$ cat src/core/pxr_defs.svh
// Offsets, field positions, reset values and rule summary of the config bank.
// Behaviour
// - Second output divider bits 3:0 are held in register p2_low_and_test_select bits 7:4.
// - Second output divider register bits are ignored unless override bit is set.
// - Register p2_low_and_test_select bit 3 clear: lock pin shows PLL lock, the default.
// - Register p2_low_and_test_select bit 3 set: lock pin outputs the selected test signal.
// - Test select: oscillator, pump-up half, detector reference half, feedback half.
// - First divider code 001 to 111 gives 5 to 11; 000 is invalid.
// - First output divider field is ignored unless override bit is set.
// - Receiver reset bit clears itself after a one is written; default zero.
// - Receiver reset reinitialises detectors, dividers, switchover and oscillator.
// - Band gap trim defaults to zero and acts only when its enable is one.
// - Band gap enable clear: device picks voltage; set: trim field defines it.
// - Crystal auto bit set by default picks capacitance; clear uses the field.
// - Capacitor code is inverted binary, quarter picofarad steps, zero is maximum.
// - Capacitor field is ignored unless the crystal auto bit is zero.
// - Register 0x14 bit 2 picks divider source: pins when zero, registers when one.
// - Upper second divider bits sit in register 0x16 bits 5:0.
`ifndef PXR_DEFS_SVH
`define PXR_DEFS_SVH
`define PXR_OFS_OVR 8'h14
`define PXR_OFS_P2HI 8'h16
`define PXR_OFS_TEST 8'h17
`define PXR_OFS_P0 8'h18
`define PXR_OFS_RXBG 8'h1a
`define PXR_OFS_CRYS 8'h1b
`define PXR_BIT_OVR 2
`define PXR_P2HI_MSB 5
`define PXR_P2LO_MSB 7
`define PXR_P2LO_LSB 4
`define PXR_BIT_TEN 3
`define PXR_TMUX_MSB 2
`define PXR_TMUX_LSB 1
`define PXR_P0_MSB 7
`define PXR_P0_LSB 5
`define PXR_BIT_RXRST 7
`define PXR_BG_MSB 6
`define PXR_BG_LSB 2
`define PXR_BIT_BGEN 0
`define PXR_BIT_CAUTO 7
`define PXR_CCAP_MSB 5
`define PXR_RST_OVR 1'b0
`define PXR_RST_P2HI 6'h00
`define PXR_RST_P2LO 4'h0
`define PXR_RST_TEN 1'b0
`define PXR_RST_TMUX 2'h0
`define PXR_RST_P0 3'h1
`define PXR_P0_INVALID 3'h0
`define PXR_RST_BG 5'h00
`define PXR_RST_BGEN 1'b0
`define PXR_RST_CAUTO 1'b1
`define PXR_RST_CCAP 6'h00
`endif

$ cat src/core/pxr_pkg.sv
// Types shared by the configuration register bank and its test multiplexer.
package pxr_pkg;

  // Register access request from the serial control port engine.
  typedef struct packed {
    logic wr;
    logic rd;
    logic [7:0] addr;
    logic [7:0] wdata;
  } pxr_bus_req_s;

  // Test multiplexer selection codes.
  typedef enum logic [1:0] {
    PXR_TM_OSC = 2'h0,
    PXR_TM_UP = 2'h1,
    PXR_TM_REF = 2'h2,
    PXR_TM_FB = 2'h3
  } pxr_tmux_e;

  // Asynchronous analog signals that may be routed to the lock pin.
  typedef struct packed {
    logic pll_locked;
    logic crystal_osc_output;
    logic pump_up;
    logic detector_ref;
    logic feedback_clock;
  } pxr_tsrc_s;

  // Effective settings handed to the analog and divider logic.
  typedef struct packed {
    logic [2:0] p0_code;
    logic [9:0] p2_div;
    logic rx_reset;
    logic bg_manual;
    logic [4:0] bg_trim;
    logic cap_manual;
    logic [5:0] cap_code;
  } pxr_cfg_s;

  // Whole state of the register bank.
  typedef struct packed {
    logic alive;
    logic ovr;
    logic [5:0] p2_hi;
    logic [3:0] p2_lo;
    logic test_en;
    logic [1:0] tmux;
    logic [2:0] p0;
    logic rx_rst;
    logic [4:0] bg;
    logic bg_en;
    logic cap_auto;
    logic [5:0] cap;
    logic [7:0] rdata;
    logic rvalid;
    pxr_cfg_s cfg;
  } pxr_regs_s;

  // Whole state of the test multiplexer.
  typedef struct packed {
    pxr_tsrc_s s1;
    pxr_tsrc_s s2;
    pxr_tsrc_s s2d;
    logic up_half;
    logic ref_half;
    logic fb_half;
    logic lock_pin;
  } pxr_tmux_st_s;

endpackage

$ cat src/core/pxr_tmux.sv
// Lock pin driver with test multiplexer and halved test clocks.
`timescale 1ns/100ps
`default_nettype none
module pxr_tmux (
  input wire logic clk_sys_i,
  input wire logic arst_n_i,
  input wire logic test_en_i,
  input wire pxr_pkg::pxr_tmux_e sel_i,
  input wire pxr_pkg::pxr_tsrc_s tsrc_i,
  output logic lock_pin_o
);
  import pxr_pkg::*;

  pxr_tmux_st_s st_ff;
  pxr_tmux_st_s nxt_st;
  logic test_bit;

  // Sources are sampled at the system clock, so only test clocks well below
  // half the system rate are reproduced faithfully; that is the trade-off.
  always_comb
  begin
    nxt_st = st_ff;
    nxt_st.s1 = tsrc_i;
    nxt_st.s2 = st_ff.s1;
    nxt_st.s2d = st_ff.s2;
    if (st_ff.s2.pump_up && !st_ff.s2d.pump_up)
      nxt_st.up_half = ~st_ff.up_half;
    if (st_ff.s2.detector_ref && !st_ff.s2d.detector_ref)
      nxt_st.ref_half = ~st_ff.ref_half;
    if (st_ff.s2.feedback_clock && !st_ff.s2d.feedback_clock)
      nxt_st.fb_half = ~st_ff.fb_half;
    unique case (sel_i)
      PXR_TM_OSC: test_bit = st_ff.s2.crystal_osc_output;
      PXR_TM_UP: test_bit = st_ff.up_half;
      PXR_TM_REF: test_bit = st_ff.ref_half;
      PXR_TM_FB: test_bit = st_ff.fb_half;
    endcase
    nxt_st.lock_pin = test_en_i ? test_bit : st_ff.s2.pll_locked;
  end

  // State register.
  always_ff @(posedge clk_sys_i or negedge arst_n_i)
  begin
    if (!arst_n_i)
      st_ff <= '0;
    else
      st_ff <= nxt_st;
  end

  assign lock_pin_o = st_ff.lock_pin;
endmodule
`default_nettype wire

$ cat src/core/pxr_regs.sv
// Configuration register bank for output dividers, test port and trims.
`timescale 1ns/100ps
`default_nettype none
`include "pxr_defs.svh"
module pxr_regs (
  input wire logic clk_sys_i,
  input wire logic arst_n_i,
  input wire pxr_pkg::pxr_bus_req_s req_i,
  output logic [7:0] rdata_o,
  output logic rvalid_o,
  input wire logic [2:0] pin_p0_i,
  input wire logic [9:0] pin_p2_i,
  input wire pxr_pkg::pxr_tsrc_s tsrc_i,
  output var pxr_pkg::pxr_cfg_s cfg_o,
  output logic lock_pin_o
);
  import pxr_pkg::*;

  localparam pxr_regs_s RST_ST = '{
    alive: 1'b0,
    ovr: `PXR_RST_OVR,
    p2_hi: `PXR_RST_P2HI,
    p2_lo: `PXR_RST_P2LO,
    test_en: `PXR_RST_TEN,
    tmux: `PXR_RST_TMUX,
    p0: `PXR_RST_P0,
    rx_rst: 1'b0,
    bg: `PXR_RST_BG,
    bg_en: `PXR_RST_BGEN,
    cap_auto: `PXR_RST_CAUTO,
    cap: `PXR_RST_CCAP,
    rdata: 8'h00,
    rvalid: 1'b0,
    cfg: '{
      p0_code: `PXR_RST_P0,
      p2_div: 10'h000,
      rx_reset: 1'b0,
      bg_manual: 1'b0,
      bg_trim: 5'h00,
      cap_manual: 1'b0,
      cap_code: 6'h00
    }
  };

  pxr_regs_s st_ff;
  pxr_regs_s nxt_st;

  // True when the request is a write to the given offset.
  function automatic logic wr_hit(input pxr_bus_req_s r,
                                  input logic [7:0] ofs);
    wr_hit = r.wr && (r.addr == ofs);
  endfunction

  // Read view of one register; unmapped offsets and unused bits give zero.
  function automatic logic [7:0] rd_word(input pxr_regs_s s,
                                         input logic [7:0] addr);
    logic [7:0] w;
    w = 8'h00;
    unique case (addr)
      `PXR_OFS_OVR:
        w[`PXR_BIT_OVR] = s.ovr;
      `PXR_OFS_P2HI:
        w[`PXR_P2HI_MSB:0] = s.p2_hi;
      `PXR_OFS_TEST:
      begin
        w[`PXR_P2LO_MSB:`PXR_P2LO_LSB] = s.p2_lo;
        w[`PXR_BIT_TEN] = s.test_en;
        w[`PXR_TMUX_MSB:`PXR_TMUX_LSB] = s.tmux;
      end
      `PXR_OFS_P0:
        w[`PXR_P0_MSB:`PXR_P0_LSB] = s.p0;
      `PXR_OFS_RXBG:
      begin
        w[`PXR_BIT_RXRST] = s.rx_rst;
        w[`PXR_BG_MSB:`PXR_BG_LSB] = s.bg;
        w[`PXR_BIT_BGEN] = s.bg_en;
      end
      `PXR_OFS_CRYS:
      begin
        w[`PXR_BIT_CAUTO] = s.cap_auto;
        w[`PXR_CCAP_MSB:0] = s.cap;
      end
      default:
        w = 8'h00;
    endcase
    rd_word = w;
  endfunction

  // Next state: register writes, read capture and the effective settings.
  // The settings are derived from the next register values so that they
  // change on the same edge as the register itself.
  always_comb
  begin
    nxt_st = st_ff;
    nxt_st.alive = 1'b1;
    nxt_st.rvalid = req_i.rd;
    nxt_st.rx_rst = 1'b0;
    if (req_i.rd)
      nxt_st.rdata = rd_word(st_ff, req_i.addr);
    if (wr_hit(req_i, `PXR_OFS_OVR))
      nxt_st.ovr = req_i.wdata[`PXR_BIT_OVR];
    if (wr_hit(req_i, `PXR_OFS_P2HI))
      nxt_st.p2_hi = req_i.wdata[`PXR_P2HI_MSB:0];
    if (wr_hit(req_i, `PXR_OFS_TEST))
    begin
      nxt_st.p2_lo = req_i.wdata[`PXR_P2LO_MSB:`PXR_P2LO_LSB];
      nxt_st.test_en = req_i.wdata[`PXR_BIT_TEN];
      nxt_st.tmux = req_i.wdata[`PXR_TMUX_MSB:`PXR_TMUX_LSB];
    end
    // The invalid code is dropped so the register path never hands it to the divider.
    if (wr_hit(req_i, `PXR_OFS_P0) &&
        req_i.wdata[`PXR_P0_MSB:`PXR_P0_LSB] != `PXR_P0_INVALID)
      nxt_st.p0 = req_i.wdata[`PXR_P0_MSB:`PXR_P0_LSB];
    // A one written in the clearing cycle keeps the reset asserted.
    if (wr_hit(req_i, `PXR_OFS_RXBG))
    begin
      nxt_st.rx_rst = req_i.wdata[`PXR_BIT_RXRST];
      nxt_st.bg = req_i.wdata[`PXR_BG_MSB:`PXR_BG_LSB];
      nxt_st.bg_en = req_i.wdata[`PXR_BIT_BGEN];
    end
    // Bit 6 is not stored, so a stray one from software is harmless.
    if (wr_hit(req_i, `PXR_OFS_CRYS))
    begin
      nxt_st.cap_auto = req_i.wdata[`PXR_BIT_CAUTO];
      nxt_st.cap = req_i.wdata[`PXR_CCAP_MSB:0];
    end
    nxt_st.cfg.p0_code = nxt_st.ovr ? nxt_st.p0 : pin_p0_i;
    nxt_st.cfg.p2_div = nxt_st.ovr ? {nxt_st.p2_hi, nxt_st.p2_lo}
                                   : pin_p2_i;
    nxt_st.cfg.rx_reset = nxt_st.rx_rst;
    nxt_st.cfg.bg_manual = nxt_st.bg_en;
    nxt_st.cfg.bg_trim = nxt_st.bg_en ? nxt_st.bg : 5'h00;
    nxt_st.cfg.cap_manual = ~nxt_st.cap_auto;
    // The code goes out raw; the array decodes the inverted weighting.
    nxt_st.cfg.cap_code = nxt_st.cap_auto ? 6'h00 : nxt_st.cap;
  end

  // State register.
  always_ff @(posedge clk_sys_i or negedge arst_n_i)
  begin
    if (!arst_n_i)
      st_ff <= RST_ST;
    else
      st_ff <= nxt_st;
  end

  // Lock pin and test multiplexer.
  pxr_tmux u_tmux (
    .clk_sys_i(clk_sys_i),
    .arst_n_i(arst_n_i),
    .test_en_i(st_ff.test_en),
    .sel_i(pxr_tmux_e'(st_ff.tmux)),
    .tsrc_i(tsrc_i),
    .lock_pin_o(lock_pin_o)
  );

  // Outputs straight from the state register.
  assign rdata_o = st_ff.rdata;
  assign rvalid_o = st_ff.rvalid;
  assign cfg_o = st_ff.cfg;
endmodule
`default_nettype wire

$ cat config.mk
export PLATFORM = sky130hd
export DESIGN_NAME = pxr_regs
export DESIGN_NICKNAME = d
export VERILOG_FILES = /design/src/core/pxr_pkg.sv /design/src/core/pxr_tmux.sv /design/src/core/pxr_regs.sv
export VERILOG_INCLUDE_DIRS = /design/src /design/src/core
export SDC_FILE = /design/constraint.sdc
export NUM_CORES = 1
export LEC_CHECK = 0
export ABC_CLOCK_PERIOD_IN_PS = 1650
export BUFFER_PORTS_ARGS = -buffer_cell sky130_fd_sc_hd__buf_2
export CORE_MARGIN = 8
export CORE_UTILIZATION = 25
export CTS_BUF_LIST = sky130_fd_sc_hd__clkbuf_2
export DETAILED_ROUTE_END_ITERATION = 10
export MAX_ROUTING_LAYER = met4
export PLACE_DENSITY = 0.54
export SLEW_MARGIN = 10
export SYNTH_ARGS = -nofsm -noshare
export SYNTH_HDL_FRONTEND = slang
export SYNTH_SLANG_ARGS = --single-unit
$ cat constraint.sdc
create_clock -name clk_sys_i -period 1.65 [get_ports clk_sys_i]
set_input_delay 0.495 -clock clk_sys_i [delete_from_list [all_inputs] [get_ports clk_sys_i]]
set_output_delay 0.495 -clock clk_sys_i [all_outputs]
set_load 0.01 [all_outputs]
==> results.yml <==
clock_tree:
  path_clk_slew_ns: 0.23
  cts.sinks: 82
  clockBufferDepth: 2
  tritoncts: "built"
  clk_latency_ns: 0.56
  htree_levels: 3
  clockRootBuffer: "clkbuf_2"
  cts_made_buffers: 9
grt:
  grt_first_pass_wirelength_um: 15500
  grt_max_degree: 49
  grt_overflow_total: 0
  antenna_found_initial: 0
  first_global_vias: 2739
  grt_usage: 0.113
setup_path:
  r2r-start: "st_ff[66]"
  rrSetupSlack_ns: 0.27
  end_kind: "flip-flop"
  critPathTopFamily: "simple AND/OR/NAND/NOR gates"
  r2r_cells: 4
  crit_buf_inv: 2
  cp_max_fo: 6
  max_stage_delay_ns: 0.56
  crit_required_ns: 2.09
  path_class: "in2reg"
  crit_path_start: "req_i[15]"
  r2r_end: "cfg_o[21]"
  worstPathCellList: "buf_8 > or4b_4 > o41a_1 > or2_4 > buf_12 > mux2_4"
  cp-start-kind: "input pin"
  slowest_stage: "or4b_4"
  cp.arrival_ns: 2.20
hold_path:
  min-delay-start: "req_i[16]"
  worstHoldPathType: "in2reg"
  min_path_cells: 1
  whs_endpoint: "rvalid_o"
die:
  die_w_um: 137
  rows: 44
  ios: 75
  core-area_um2: 14400
  die_area_um2: 18700
  die_h_um: 137
  start_util: 0.253
final_layout:
  antenna_cells: 0
  area_growth_pct: 30.9
  final_common_cell: "dfrtp_1"
  nets: 431
  layout_common_cells: "dfrtp_1 (78), buf_2 (63), buf_4 (47)"
  layout-drive-gt1-share: 0.490
  finish.utilization: 0.331
sta:
  hold_viol: 0
  max-slew-margin-rel: 0.665
  finalSetupViolCount: 12
  slew_viol_final: 0
  timing.final.ws_setup_ns: -0.111
  min_period_over_period: 1.07
  max_slew.worst_pin.slew_ns: 0.497
  rsz0062_at_grt: "yes"
  finClkSkew_ns: 0.0385
  max_freq_mhz: 568
  finalCriticalPeriod_ns: 1.76
  fin_setup_tns_ns: -0.817
synth:
  ys_seq_area_frac: 0.565
  syn_avg_cell_area_um2: 12.2
  syn_nets: 335
  yosys_warnings: 0
  synth_ff_type: "dfrtp_1"
  netlist_area_um2: 3640
  synth_cells: 297
  synth.distinct_cells: 47
  ys_ff_latch: 82
  postSynth.asyncResetShare: 1.00
  synth-edff-count: 0
placement:
  pre_cts_slack_ns: -0.880
  dpl.hpwl_um: 7390
  port_buffers: 74
  place_congestion: 0.807
power:
  p_leak_nw: 2.27
  peakVddDrop_mv: 0.378
  finalPower_mw: 3.97
  power_density_nw_per_um2: 833
route:
  detail-route-antenna-nets: 0
  viasPerCell: 4.45
  drtIter0Drc: 179
  dr_total_vias: 2587
  drc_errors: 0
  wl_per_cell_um: 17.0
  drt-total-wl_um: 9880
  first_pass_iters: 4
outcome:
  failed_checks: "negative setup slack"
  status: "complete, but fails checks"
job:
  max_cap_viol_count: 0
-- synthesized netlist by cell type, types with 5 or more instances --
library cell / n / area [um^2]
dfrtp_1: 79 / 1980
buf_4: 35 / 263
mux2_2: 29 / 327
nand2_1: 21 / 78.8
o21ai_0: 19 / 95.1
nand3_1: 10 / 50.1
clkbuf_1: 9 / 33.8
nand3b_1: 9 / 67.6
a22oi_1: 7 / 52.6
mux2_4: 6 / 90.1
nor2_1: 6 / 22.5
nand2b_1: 5 / 31.3
-- worst max path at each step --
stage           endpoint  slack, ns  cells after the start
4_1_cts        cfg_o[24]      -0.14                      1
3_3_place_gp   cfg_o[15]      -0.80                      6
5_1_grt        cfg_o[24]      -0.16                      1
3_5_place_dp   cfg_o[16]      -0.88                      6
2_1_floorplan  cfg_o[17]      -0.81                      7
6_report       cfg_o[21]      -0.11                      6
-- routing by layer --
layer	global-route usage	part of all wire
met5	-	0
met4	0.0342	0.010
met3	0.0297	0.046
met2	0.171	0.49
met1	0.144	0.46
-- final cells by class --
class	instances	area [um^2]
repair buffers	133	971
clock inverters	6	88.8
well taps	184	230
clock buffers	10	50.0
multi-input cells	164	1350
inverters	3	11.3
flip-flops and latches	82	2060
fillers	1453	9610
-- flip-flops by register name (all words and copies together) (netlist names) --
| signal | flops |
|---|---|
| cfg_o | 27 |
| rdata_o | 8 |
| rvalid_o | 1 |
| st_ff | 29 |
| u_tmux.lock_pin_o | 1 |
| u_tmux.nxt_st | 10 |
| u_tmux.st_ff | 6 |
-- per-stage QoR --
step / hold slack, ns / area (um^2) / std cells
5_1_grt: 0.0564 / 4760 / 582
3_5_place_dp: 0.335 / 4290 / 545
3_3_place_gp: 0.338 / 4290 / 545
4_1_cts: 0.0517 / 4650 / 579
6_report: 0.111 / 4760 / 582
2_1_floorplan: 0.199 / 3710 / 297
-- power by group --
group          switching, mW  internal [mW]
registers             0.0739           2.13
clock network          0.730          0.513
logic                  0.241          0.273
-- cell families (layout without fill, tap and decap cells) --
group / after synthesis / after routing / synth area share
DFF: 82 / 82 / 0.565
and+or+nand+nor: 72 / 72 / 0.112
AOI/OAI and AO/OA: 51 / 51 / 0.0939
buffers and inverters: 51 / 152 / 0.0956
muxes: 38 / 38 / 0.126
xor gates and xnor gates: 3 / 3 / 0.00723
-- repair_timing --
action,CTS,global route
hold buffers,6,0
buffers inserted,12,3
resized for setup,16,12
setup endpoints to repair,41,42
pin swaps,4,3
hold endpoints to repair,19,0
Power figures use the tool's default switching activity.
